<file path="config.mk">
export PLATFORM = sky130hd
export DESIGN_NAME = gpr_bank
export DESIGN_NICKNAME = d
export VERILOG_FILES = /design/src/hw/gpr_pkg.sv /design/src/hw/gpr_bank.sv /design/src/hw/gpr_rclk_div.sv
export VERILOG_INCLUDE_DIRS = /design/src /design/src/hw
export SDC_FILE = /design/constraint.sdc
export NUM_CORES = 1
export LEC_CHECK = 0
export ABC_AREA = 0
export BUFFER_PORTS_ARGS = -buffer_cell sky130_fd_sc_hd__buf_2
export CAP_MARGIN = 20
export CORE_MARGIN = 8
export CORE_UTILIZATION = 51
export CTS_CLUSTER_DIAMETER = 50
export DETAILED_ROUTE_END_ITERATION = 12
export PLACE_DENSITY_LB_ADDON = 0.3
export SYNTH_ARGS = -nofsm -noshare
export SYNTH_HDL_FRONTEND = slang
export SYNTH_HIERARCHICAL = 1
export SYNTH_SLANG_ARGS = --single-unit
</file>
<file path="constraint.sdc">
create_clock -name aclk -period 2.1 [get_ports aclk]
set_input_delay 0.525 -clock aclk [delete_from_list [all_inputs] [get_ports aclk]]
set_output_delay 0.525 -clock aclk [all_outputs]
set_load 0.01 [all_outputs]
</file>
<file path="src/hw/gpr_defines.svh">
// Offsets, field positions, reset values and frequencies of the general
// purpose register bank. Definitions only; included by bare name.
`ifndef GPR_DEFINES_SVH
`define GPR_DEFINES_SVH

// Register indices; byte address is four times the index
`define GPR_IDX_PAGE          5'h1f
`define GPR_IDX_PIN_CTRL      5'h0e
`define GPR_IDX_LINK_FAIL     5'h13
`define GPR_IDX_RCLK1         5'h17

// Page select codes
`define GPR_PAGE_MAIN         16'h0000
`define GPR_PAGE_GP           16'h0010
`define GPR_PAGE_RST          16'h0000

// Pin control fields
`define GPR_PIN_DIR_BIT       13
`define GPR_PIN_OUT_BIT       12
`define GPR_PIN_IN_BIT        11
`define GPR_LED_TRI_BIT       9
`define GPR_PIN_CTRL_RST      16'h2200
`define GPR_PIN_CTRL_WMASK    16'hf200

// Link failure source field
`define GPR_LF_SEL_LSB        0
`define GPR_LF_RST            16'h0003
`define GPR_LF_WMASK          16'h0003

// Recovered clock one fields
`define GPR_RC_EN_BIT         15
`define GPR_RC_SRC_LSB        11
`define GPR_RC_FREQ_LSB       8
`define GPR_RC_SQ_LSB         4
`define GPR_RC_SEL_LSB        0
`define GPR_RC_RST            16'h0000
`define GPR_RC_WMASK          16'hff37

// Source and output frequencies in hundredths of a MHz, from a 125 MHz source
`define GPR_SRC_MHZ_X100      15'd12500
`define GPR_OUT25_MHZ_X100    15'd2500
`define GPR_OUT31_MHZ_X100    15'd3125

// AXI responses
`define GPR_RESP_OKAY         2'b00

`endif

</file>
<file path="src/hw/gpr_pkg.sv">
// Types shared by the general purpose register bank.
// Assumes gpr_defines.svh supplies the numeric constants.
package gpr_pkg;

  typedef enum logic [1:0] {
    GPR_SQ_STRICT   = 2'b00,
    GPR_SQ_RELAXED  = 2'b01,
    GPR_SQ_LINKDOWN = 2'b10,
    GPR_SQ_OFF      = 2'b11
  } gpr_squelch_e;

  typedef enum logic [2:0] {
    GPR_F_25M  = 3'b000,
    GPR_F_125M = 3'b001,
    GPR_F_31M  = 3'b010
  } gpr_freq_e;

  typedef enum logic [2:0] {
    GPR_CS_RCVD = 3'b001,
    GPR_CS_TX   = 3'b010
  } gpr_clksel_e;

endpackage

</file>
<file path="src/hw/gpr_bank.sv">
// Paged general purpose register bank with pin, LED, link failure
// and recovered clock control, reached over AXI4-Lite.
// Assumes pins and port status inputs are synchronous to aclk.
//
// Implementation choice: the AXI4-Lite slave port.
`timescale 1ns/1ps
`include "gpr_defines.svh"

module gpr_bank #(
  parameter int LED_N = 4,
  parameter int PORTS = 2
) (
  // Clock, resets, enable
  input  wire logic             aclk,
  input  wire logic             aresetn,
  input  wire logic             power_on_reset_n,
  input  wire logic             ce,
  // AXI4-Lite write address
  input  wire logic [7:0]       s_axi_awaddr,
  input  wire logic             s_axi_awvalid,
  output logic                  s_axi_awready,
  // AXI4-Lite write data
  input  wire logic [31:0]      s_axi_wdata,
  input  wire logic [3:0]       s_axi_wstrb,
  input  wire logic             s_axi_wvalid,
  output logic                  s_axi_wready,
  // AXI4-Lite write response
  output logic [1:0]            s_axi_bresp,
  output logic                  s_axi_bvalid,
  input  wire logic             s_axi_bready,
  // AXI4-Lite read address
  input  wire logic [7:0]       s_axi_araddr,
  input  wire logic             s_axi_arvalid,
  output logic                  s_axi_arready,
  // AXI4-Lite read data
  output logic [31:0]           s_axi_rdata,
  output logic [1:0]            s_axi_rresp,
  output logic                  s_axi_rvalid,
  input  wire logic             s_axi_rready,
  // Low power hold pin
  input  wire logic             low_power_hold_pin_i,
  output logic                  low_power_hold_pin_o,
  output logic                  low_power_hold_pin_oe,
  // LED pins
  input  wire logic [LED_N-1:0] led_level,
  output logic      [LED_N-1:0] led_o,
  output logic      [LED_N-1:0] led_oe,
  // Link failure
  input  wire logic [PORTS-1:0] port_link_fail,
  output logic                  quick_link_loss_out,
  // Per-port link status for squelch
  input  wire logic [PORTS-1:0] port_link_up,
  input  wire logic [PORTS-1:0] port_link_unstable,
  input  wire logic [PORTS-1:0] port_master_or_10m,
  input  wire logic [PORTS-1:0] port_eee_active,
  input  wire logic [PORTS-1:0] port_lpi_rx,
  // Per-port clock sources
  input  wire logic [PORTS-1:0] port_rcvd_clk,
  input  wire logic [PORTS-1:0] transmitter_clock,
  // Recovered clock
  input  wire logic             clk_mute_in,
  output logic                  recovered_clock_one_out
);

  // Masked write of the low half word
  function automatic logic [15:0] merge_write(
    input logic [15:0] old,
    input logic [31:0] wdata,
    input logic [3:0]  strb,
    input logic [15:0] wmask
  );
    logic [15:0] lane;
    lane = {{8{strb[1]}}, {8{strb[0]}}} & wmask;
    return (old & ~lane) | (wdata[15:0] & lane);
  endfunction

  // Register state
  logic [15:0] page_q;
  logic [15:0] pin_ctrl_q;
  logic [15:0] lf_q;
  logic [15:0] rc_q;
  logic        pin_in_q;

  // Bus state
  logic [4:0]  aw_idx_q;
  logic        aw_hi_q;
  logic        aw_got_q;
  logic [31:0] w_data_q;
  logic [3:0]  w_strb_q;
  logic        w_got_q;
  logic        do_write;
  logic        gp_page;
  logic [4:0]  ar_idx;
  logic [15:0] rd_word;

  assign gp_page  = (page_q == `GPR_PAGE_GP);
  assign do_write = aw_got_q & w_got_q & ~s_axi_bvalid;
  assign ar_idx   = s_axi_araddr[6:2];

  // Write address channel
  always_ff @(posedge aclk) begin
    if (!aresetn) begin
      s_axi_awready <= 1'b0;
      aw_got_q      <= 1'b0;
      aw_idx_q      <= 5'd0;
      aw_hi_q       <= 1'b0;
    end else if (ce) begin
      if (s_axi_awvalid && s_axi_awready) begin
        s_axi_awready <= 1'b0;
        aw_got_q      <= 1'b1;
        aw_idx_q      <= s_axi_awaddr[6:2];
        aw_hi_q       <= s_axi_awaddr[7];
      end else if (do_write) begin
        aw_got_q <= 1'b0;
      end else if (!aw_got_q && !s_axi_bvalid) begin
        s_axi_awready <= 1'b1;
      end
    end
  end

  // Write data channel
  always_ff @(posedge aclk) begin
    if (!aresetn) begin
      s_axi_wready <= 1'b0;
      w_got_q      <= 1'b0;
      w_data_q     <= 32'h0000_0000;
      w_strb_q     <= 4'h0;
    end else if (ce) begin
      if (s_axi_wvalid && s_axi_wready) begin
        s_axi_wready <= 1'b0;
        w_got_q      <= 1'b1;
        w_data_q     <= s_axi_wdata;
        w_strb_q     <= s_axi_wstrb;
      end else if (do_write) begin
        w_got_q <= 1'b0;
      end else if (!w_got_q && !s_axi_bvalid) begin
        s_axi_wready <= 1'b1;
      end
    end
  end

  // Write response
  always_ff @(posedge aclk) begin
    if (!aresetn) begin
      s_axi_bvalid <= 1'b0;
      s_axi_bresp  <= `GPR_RESP_OKAY;
    end else if (ce) begin
      if (do_write) begin
        s_axi_bvalid <= 1'b1;
        s_axi_bresp  <= `GPR_RESP_OKAY;
      end else if (s_axi_bready) begin
        s_axi_bvalid <= 1'b0;
      end
    end
  end

  // Page select lives on both pages and clears on ordinary reset
  always_ff @(posedge aclk) begin
    if (!aresetn) begin
      page_q <= `GPR_PAGE_RST;
    end else if (ce) begin
      if (do_write && !aw_hi_q && aw_idx_q == `GPR_IDX_PAGE) begin
        page_q <= merge_write(page_q, w_data_q, w_strb_q, 16'hffff);
      end
    end
  end

  always_ff @(posedge aclk) begin
    if (!power_on_reset_n) begin
      pin_ctrl_q <= `GPR_PIN_CTRL_RST;
      lf_q       <= `GPR_LF_RST;
      rc_q       <= `GPR_RC_RST;
    end else if (ce && do_write && !aw_hi_q && gp_page) begin
      unique case (aw_idx_q)
        `GPR_IDX_PIN_CTRL: begin
          pin_ctrl_q <= merge_write(pin_ctrl_q, w_data_q, w_strb_q,
                                    `GPR_PIN_CTRL_WMASK);
        end
        `GPR_IDX_LINK_FAIL: begin
          lf_q <= merge_write(lf_q, w_data_q, w_strb_q, `GPR_LF_WMASK);
        end
        `GPR_IDX_RCLK1: begin
          rc_q <= merge_write(rc_q, w_data_q, w_strb_q, `GPR_RC_WMASK);
        end
        default: begin
        end
      endcase
    end
  end

  // Read word mux
  always_comb begin
    rd_word = 16'h0000;
    if (!s_axi_araddr[7]) begin
      if (ar_idx == `GPR_IDX_PAGE) begin
        rd_word = page_q;
      end else if (gp_page) begin
        unique case (ar_idx)
          `GPR_IDX_PIN_CTRL: begin
            rd_word = pin_ctrl_q;
            rd_word[`GPR_PIN_IN_BIT] = pin_in_q;
          end
          `GPR_IDX_LINK_FAIL: rd_word = lf_q;
          `GPR_IDX_RCLK1:     rd_word = rc_q;
          default:            rd_word = 16'h0000;
        endcase
      end
    end
  end

  // Read channels
  always_ff @(posedge aclk) begin
    if (!aresetn) begin
      s_axi_arready <= 1'b0;
      s_axi_rvalid  <= 1'b0;
      s_axi_rdata   <= 32'h0000_0000;
      s_axi_rresp   <= `GPR_RESP_OKAY;
    end else if (ce) begin
      if (s_axi_arvalid && s_axi_arready) begin
        s_axi_arready <= 1'b0;
        s_axi_rvalid  <= 1'b1;
        s_axi_rdata   <= {16'h0000, rd_word};
        s_axi_rresp   <= `GPR_RESP_OKAY;
      end else if (s_axi_rvalid) begin
        if (s_axi_rready) begin
          s_axi_rvalid <= 1'b0;
        end
      end else begin
        s_axi_arready <= 1'b1;
      end
    end
  end

  // Hold pin and LED drive
  always_ff @(posedge aclk) begin
    if (!aresetn) begin
      pin_in_q              <= 1'b0;
      low_power_hold_pin_o  <= 1'b0;
      low_power_hold_pin_oe <= 1'b0;
      led_o                 <= '0;
      led_oe                <= '0;
    end else if (ce) begin
      pin_in_q              <= low_power_hold_pin_i;
      low_power_hold_pin_oe <= ~pin_ctrl_q[`GPR_PIN_DIR_BIT];
      low_power_hold_pin_o  <= pin_ctrl_q[`GPR_PIN_OUT_BIT];
      led_o                 <= led_level;
      if (pin_ctrl_q[`GPR_LED_TRI_BIT]) begin
        led_oe <= ~led_level;
      end else begin
        led_oe <= '1;
      end
    end
  end

  always_ff @(posedge aclk) begin
    if (!aresetn) begin
      quick_link_loss_out <= 1'b0;
    end else if (ce) begin
      unique case (lf_q[`GPR_LF_SEL_LSB +: 2])
        2'b00:   quick_link_loss_out <= port_link_fail[0];
        2'b01:   quick_link_loss_out <= port_link_fail[1];
        default: quick_link_loss_out <= 1'b0;
      endcase
    end
  end

  // Recovered clock path
  logic [3:0]           rc_src;
  logic [2:0]           rc_sel;
  logic [2:0]           rc_freq;
  logic [1:0]           rc_sq;
  logic                 src_ok;
  logic                 p;
  logic                 src_level;
  logic                 squelch;
  logic                 div_clk;

  assign rc_src  = rc_q[`GPR_RC_SRC_LSB +: 4];
  assign rc_sel  = rc_q[`GPR_RC_SEL_LSB +: 3];
  assign rc_freq = rc_q[`GPR_RC_FREQ_LSB +: 3];
  assign rc_sq   = rc_q[`GPR_RC_SQ_LSB +: 2];

  always_comb begin
    src_ok = (rc_src == 4'h0) || (rc_src == 4'h1);
    p      = rc_src[0];
    unique case (rc_sel)
      gpr_pkg::GPR_CS_RCVD: src_level = port_rcvd_clk[p];
      gpr_pkg::GPR_CS_TX:   src_level = transmitter_clock[p];
      default:              src_level = 1'b0;
    endcase
    unique case (gpr_pkg::gpr_squelch_e'(rc_sq))
      gpr_pkg::GPR_SQ_STRICT: squelch = ~port_link_up[p] |
        port_link_unstable[p] | port_master_or_10m[p] |
        port_eee_active[p];
      gpr_pkg::GPR_SQ_RELAXED: squelch = ~port_link_up[p] |
        port_link_unstable[p] | (port_eee_active[p] & ~port_lpi_rx[p]);
      gpr_pkg::GPR_SQ_LINKDOWN: squelch = ~port_link_up[p];
      gpr_pkg::GPR_SQ_OFF: squelch = 1'b0;
    endcase
    if (clk_mute_in || !src_ok) begin
      squelch = 1'b1;
    end
  end

  gpr_rclk_div u_div (
    .aclk      (aclk),
    .aresetn   (aresetn),
    .ce        (ce),
    .src_level (src_level),
    .freq_code (rc_freq),
    .clk_out   (div_clk)
  );

  always_ff @(posedge aclk) begin
    if (!aresetn) begin
      recovered_clock_one_out <= 1'b0;
    end else if (ce) begin
      recovered_clock_one_out <= rc_q[`GPR_RC_EN_BIT] & div_clk & ~squelch;
    end
  end

endmodule

</file>
<file path="src/hw/gpr_rclk_div.sv">
// Divider for the recovered clock output.
// Assumes the source arrives as a level synchronous to aclk.
`timescale 1ns/1ps
`include "gpr_defines.svh"

module gpr_rclk_div (
  // Clock, reset, enable
  input  wire logic       aclk,
  input  wire logic       aresetn,
  input  wire logic       ce,
  // Source and setting
  input  wire logic       src_level,
  input  wire logic [2:0] freq_code,
  // Divided level
  output logic            clk_out
);

  localparam logic [2:0] DIV25 =
    3'(`GPR_SRC_MHZ_X100 / `GPR_OUT25_MHZ_X100);
  localparam logic [2:0] DIV31 =
    3'(`GPR_SRC_MHZ_X100 / `GPR_OUT31_MHZ_X100);

  logic       src_q;
  logic [2:0] cnt_q;
  logic [2:0] div;
  logic [2:0] cnt_d;
  logic       rise;

  always_comb begin
    div = (freq_code == gpr_pkg::GPR_F_31M) ? DIV31 : DIV25;
    rise = src_level & ~src_q;
    cnt_d = cnt_q;
    if (rise) begin
      cnt_d = (cnt_q >= div - 3'd1) ? 3'd0 : cnt_q + 3'd1;
    end
  end

  always_ff @(posedge aclk) begin
    if (!aresetn) begin
      src_q <= 1'b0;
      cnt_q <= 3'd0;
    end else if (ce) begin
      src_q <= src_level;
      cnt_q <= cnt_d;
    end
  end

  always_ff @(posedge aclk) begin
    if (!aresetn) begin
      clk_out <= 1'b0;
    end else if (ce) begin
      if (freq_code == gpr_pkg::GPR_F_125M) begin
        clk_out <= src_level;
      end else if (freq_code == gpr_pkg::GPR_F_25M ||
                   freq_code == gpr_pkg::GPR_F_31M) begin
        clk_out <= (cnt_d < (div >> 1));
      end else begin
        clk_out <= 1'b0;
      end
    end
  end

endmodule

</file>
* After elaboration in Yosys (flattened, before gate mapping)
Index checks and enable logic that the tools add are counted.
** Storage, ports and cells
- Register bits :: 129
- Output and inout port bits :: 53
- Logic and storage cells :: 169
- Input port bits :: 83
** Operators by class
- Eq/ne operators :: 21
- Bitwise operators :: 33
- Order comparisons :: 3
- Add/sub/neg operators :: 2
- Mux-type cells :: 44
- Reduce and logical (&&, ||, !) cells :: 40
** Operators by type and width (number)
- AND 16 bit :: 7
- OR 16 bit :: 4
- 2-to-1 mux 16 bit :: 3
- NOT 16 bit :: 3
- one-hot mux 16 bit (3 select lines) :: 1
- 2-to-1 mux 1 bit :: 34
- equality test 5 bit (second input constant) :: 6
- AND reduction 2 bit :: 11
- AND 16 x 2 -> 16 bit :: 1
- equality test 16 x 5 -> 1 bit (second input constant) :: 1
- NOT 2 -> 16 bit :: 1
- equality test 5 x 4 -> 1 bit (second input constant) :: 2
- logical AND 1 bit :: 10
- nonzero test 2 bit :: 5
- AND 1 bit :: 6
- equality test 3 x 1 -> 1 bit (second input constant) :: 2
- equality test 3 x 2 -> 1 bit (second input constant) :: 2
- 2-to-1 mux 3 bit :: 2
- inequality test 2 x 1 -> 1 bit (second input constant) :: 3
- NOT 1 bit :: 6
- AND reduction 3 bit :: 2
- zero test 1 bit :: 5
- equality test 2 x 1 -> 1 bit (second input constant) :: 2
- equality test 2 bit (second input constant) :: 2
- other kinds (15) :: 22

* Longest topological paths before layout
- Depth in word-level cells :: 10
- Gate-level depth with buffers :: 8
- Mapped depth without buffers :: 7

* By module
The synthesis kept the hierarchy.
** Modules (own cells, without submodules)
- gpr_bank :: times used 1, area each 4219.0 µm², cells each 488, sequential area each 1921.8 µm²
- gpr_rclk_div :: times used 1, area each 281.5 µm², cells each 31, sequential area each 100.1 µm²

* Worst setup path after synthesis
OpenSTA, ideal clock, no wires.
- Path type :: input -> register
- Start point :: in ce
- End point :: reg with a tool-made name
- Stages on the path :: 5
- Data arrival time :: 1.619 ns
- Setup time :: 0.123 ns
- Slack :: 0.358 ns
- Data required time :: 1.977 ns
- Buffers on the path :: 1
- Cells stage by stage :: nand4b_4 -> or4_1 -> clkbuf_1 -> o31ai_1 -> a21oi_1
** RTL lines
- start, declared :: line gpr_bank.sv:17 : input wire logic ce,

==> results.sh <==
export IMPL_async_reset_ff_share_pct=0
export IMPL_cts_htree_levels=3
export IMPL_layout_common_cells="sky130_fd_sc_hd__dfxtp_1, sky130_fd_sc_hd__buf_2, sky130_fd_sc_hd__nand2_1"
export IMPL_netlist_cell_type_count=51
export IMPL_cts_tree="built"
export IMPL_holdCritPathClass="primary input to flop"
export IMPL_grt_pass1_vias=3875
export IMPL_die_h_um=110
export IMPL_fin_nets=702
export IMPL_power_per_cell_area_nw_per_um2=651
export IMPL_io_buffers=93
export IMPL_synth_area_top_cells="sky130_fd_sc_hd__dfxtp_1, sky130_fd_sc_hd__mux2i_1, sky130_fd_sc_hd__nand2_1"
export IMPL_yosys_area_top_type="sky130_fd_sc_hd__dfxtp_1"
export IMPL_final_common_cell="sky130_fd_sc_hd__dfxtp_1"
export IMPL_timing_worst_setup_path_type="flop to flop"
export IMPL_cellLeakagePower_nw=2.24
export IMPL_clk_transition_reported_paths_ns=0.11
export IMPL_timing_hold_violations_final=0
export IMPL_worst_endpoint_required_ns=2.35
export IMPL_total_power_mw=3.45
export IMPL_ant_diodes=0
export IMPL_hpwlAfterDp_mm=9.00
export IMPL_clk_insertion_delay_late_ns=0.37
export IMPL_critPathSlowestCell="sky130_fd_sc_hd__nor4b_1"
export IMPL_min_to="led_oe[0]"
export IMPL_arrival_ns=2.15
export IMPL_hold_path_startpoint="led_level[0]"
export IMPL_hold_path_depth=2
export IMPL_fin_util_pct=61.5
export IMPL_timing_critical_path_slowest_cell_delay_ns=0.56
export IMPL_synth_enable_flop_cells=0
export IMPL_placement_cell_area_um2=5120
export IMPL_cts_resized=0
export IMPL_setup_repair_after_global_routing_missed_its_margin="false"
export IMPL_post_synth_instance_area_um2=4500
export IMPL_yosys_register_bits=101
export IMPL_cts_sinks=101
export IMPL_grt_usage_pct=20.1
export IMPL_cts_root_buf="sky130_fd_sc_hd__clkbuf_8"
export IMPL_clk_path_buf_depth=2
export IMPL_io_pins=136
export IMPL_detail_route_antenna_nets=0
export IMPL_pin_count_of_the_biggest_net_entering_global_routing=29
export IMPL_period_minus_slack_ns=1.90
export IMPL_drt_pre_antenna_iters=5
export IMPL_fp_dieW_um=110
export IMPL_final_cycle_share_pct=90.3
export IMPL_cts_hold_buffers_added=0
export IMPL_worstPathBufferInverterCount=1
export IMPL_syn2layout_area_growth_pct=18.0
export IMPL_synthFlopType="sky130_fd_sc_hd__dfxtp_1"
export IMPL_route_final_wire_length_mm=12.0
export IMPL_number_of_cell_rows=34
export IMPL_synth_warning_count=6
export IMPL_route_detailed_wl_per_inst_um=16.4
export IMPL_final_hold_worst_slack_ns=0.345
export IMPL_initial_core_util_pct=52.1
export IMPL_ys_seq_area_share_pct=44.9
export IMPL_die_area_um2=12100
export IMPL_final_layout_size_suffix_gt1_share_pct=23.1
export IMPL_syn_instance_count=519
export IMPL_critical_path_top_delay_family="simple AND/OR/NAND/NOR gates"
export IMPL_avgSynthCellArea_um2=8.67
export IMPL_maxCapViolCount=0
export IMPL_design_area_um2=5310
export IMPL_report_final_setup_viol=0
export IMPL_synth_top_cell_area_share_pct=44.9
export IMPL_status="completed"
export IMPL_drtIter0Drc=189
export IMPL_cts_inserted_buffers=9
export IMPL_gp_routability_congestion=0.864
export IMPL_worst_slew_pin_transition_ns=0.588
export IMPL_grt_antenna_before_repair=0
export IMPL_drcViolationCount=0
export IMPL_route_vias_total=4084
export IMPL_cts_setup_buffers=0
export IMPL_upper_clock_frequency_limit_mhz=528
export IMPL_drv_slew=0
export IMPL_worst_setup_end_kind="flop"
export IMPL_post_route_skew_ns=0.0125
export IMPL_gr_total_overflow=0
export IMPL_number_of_cells_on_the_worst_reg_to_reg_path=5
export IMPL_slew_headroom_pct=60.3
export IMPL_avgViaCountPerCell=5.59
export IMPL_path_cells="nor4b_1, and4_1, buf_4, nand2_1, mux2i_1"
export IMPL_worstSetupStartpointType="flop"
export IMPL_setup_reg_to_reg_worst_slack_ns=0.20
export IMPL_setup_tns_ns=0
export IMPL_ir_worst_vdd_mv=0.327
export IMPL_core_area_um2=8640
export IMPL_worst_path_max_fanout=18
export IMPL_wire_length_of_the_first_global_routing_pass_mm=19.1
==> report_power, final <==
group          total [mW]  internal (mW)  switching, mW
Clock                1.19          0.485          0.709
Sequential           1.98           1.95         0.0273
Combinational       0.283          0.116          0.167
Total                3.45           2.55          0.903
==> worst max path at each step <==
stage               startpoint              end  slack, ns  cells past startpoint
global route              flop             flop        0.1                      5
detailed placement          ce             flop       0.21                      5
global placement            ce  s_axi_rdata[15]       0.25                      6
finish                    flop             flop       0.20                      5
floorplan                   ce             flop       0.36                      5
CTS                       flop             flop       0.25                      5
==> cell type report <==
class	count	area (µm²)
clock buffer	10	138
clock inverter	6	53.8
fill	767	3330
inverter	6	22.5
multi-input combinational	386	2280
sequential	101	2020
tap	108	135
timing repair buffer	114	661
==> synthesized netlist by cell type (2+ instances only) <==
| master | instances |
|---|---|
| sky130_fd_sc_hd__nand4_1 | 15 |
| sky130_fd_sc_hd__or2_2 | 3 |
| sky130_fd_sc_hd__nand2b_1 | 5 |
| sky130_fd_sc_hd__nand3_1 | 16 |
| sky130_fd_sc_hd__o31ai_1 | 11 |
| sky130_fd_sc_hd__a21boi_0 | 2 |
| sky130_fd_sc_hd__a21oi_1 | 35 |
| sky130_fd_sc_hd__nor2_1 | 54 |
| sky130_fd_sc_hd__o21ai_0 | 4 |
| sky130_fd_sc_hd__nor4_4 | 2 |
| sky130_fd_sc_hd__buf_4 | 21 |
| sky130_fd_sc_hd__a31oi_1 | 21 |
| sky130_fd_sc_hd__mux2_2 | 2 |
| sky130_fd_sc_hd__mux2i_1 | 45 |
| sky130_fd_sc_hd__o2111ai_1 | 4 |
| sky130_fd_sc_hd__nand4b_1 | 2 |
| sky130_fd_sc_hd__nor3_1 | 6 |
| sky130_fd_sc_hd__nor4_1 | 8 |
| sky130_fd_sc_hd__o21ai_1 | 4 |
| sky130_fd_sc_hd__dfxtp_1 | 101 |
| sky130_fd_sc_hd__and4_1 | 2 |
| sky130_fd_sc_hd__nand2_1 | 82 |
| sky130_fd_sc_hd__inv_1 | 6 |
| sky130_fd_sc_hd__a22oi_1 | 7 |
| sky130_fd_sc_hd__nor2b_1 | 5 |
| sky130_fd_sc_hd__or3_1 | 8 |
| sky130_fd_sc_hd__clkbuf_1 | 22 |
| sky130_fd_sc_hd__and3_1 | 3 |
==> layer usage <==
layer | vias to the layer above | track usage, % | share of wire, %
met5 | - | 0 | 0
met4 | 0 | 8.68 | 2.1
met3 | 24 | 3.93 | 7.4
met2 | 150 | 33.0 | 46
met1 | 1896 | 25.0 | 44
li1 | 2014 | - | -
==> per-stage QoR <==
stage	setup WS, ns	std cells
3_5_place_dp	0.207	715
3_3_place_gp	0.249	715
6_report	0.204	731
4_1_cts	0.247	731
5_1_grt	0.0999	731
2_1_floorplan	0.358	538
==> cells by family (layout without fill, tap and decap cells) <==
kind of cell	after synthesis	after routing	share of synthesized area (%)
fa+ha+maj	1	1	0.278
simple gates	222	222	24.8
other cells	1	20	0.0833
buf+inv	51	136	6.03
flops	101	101	44.9
mux	47	47	10.5
compound gates	96	96	13.3
No activity file was read; power rests on OpenSTA's default activity.
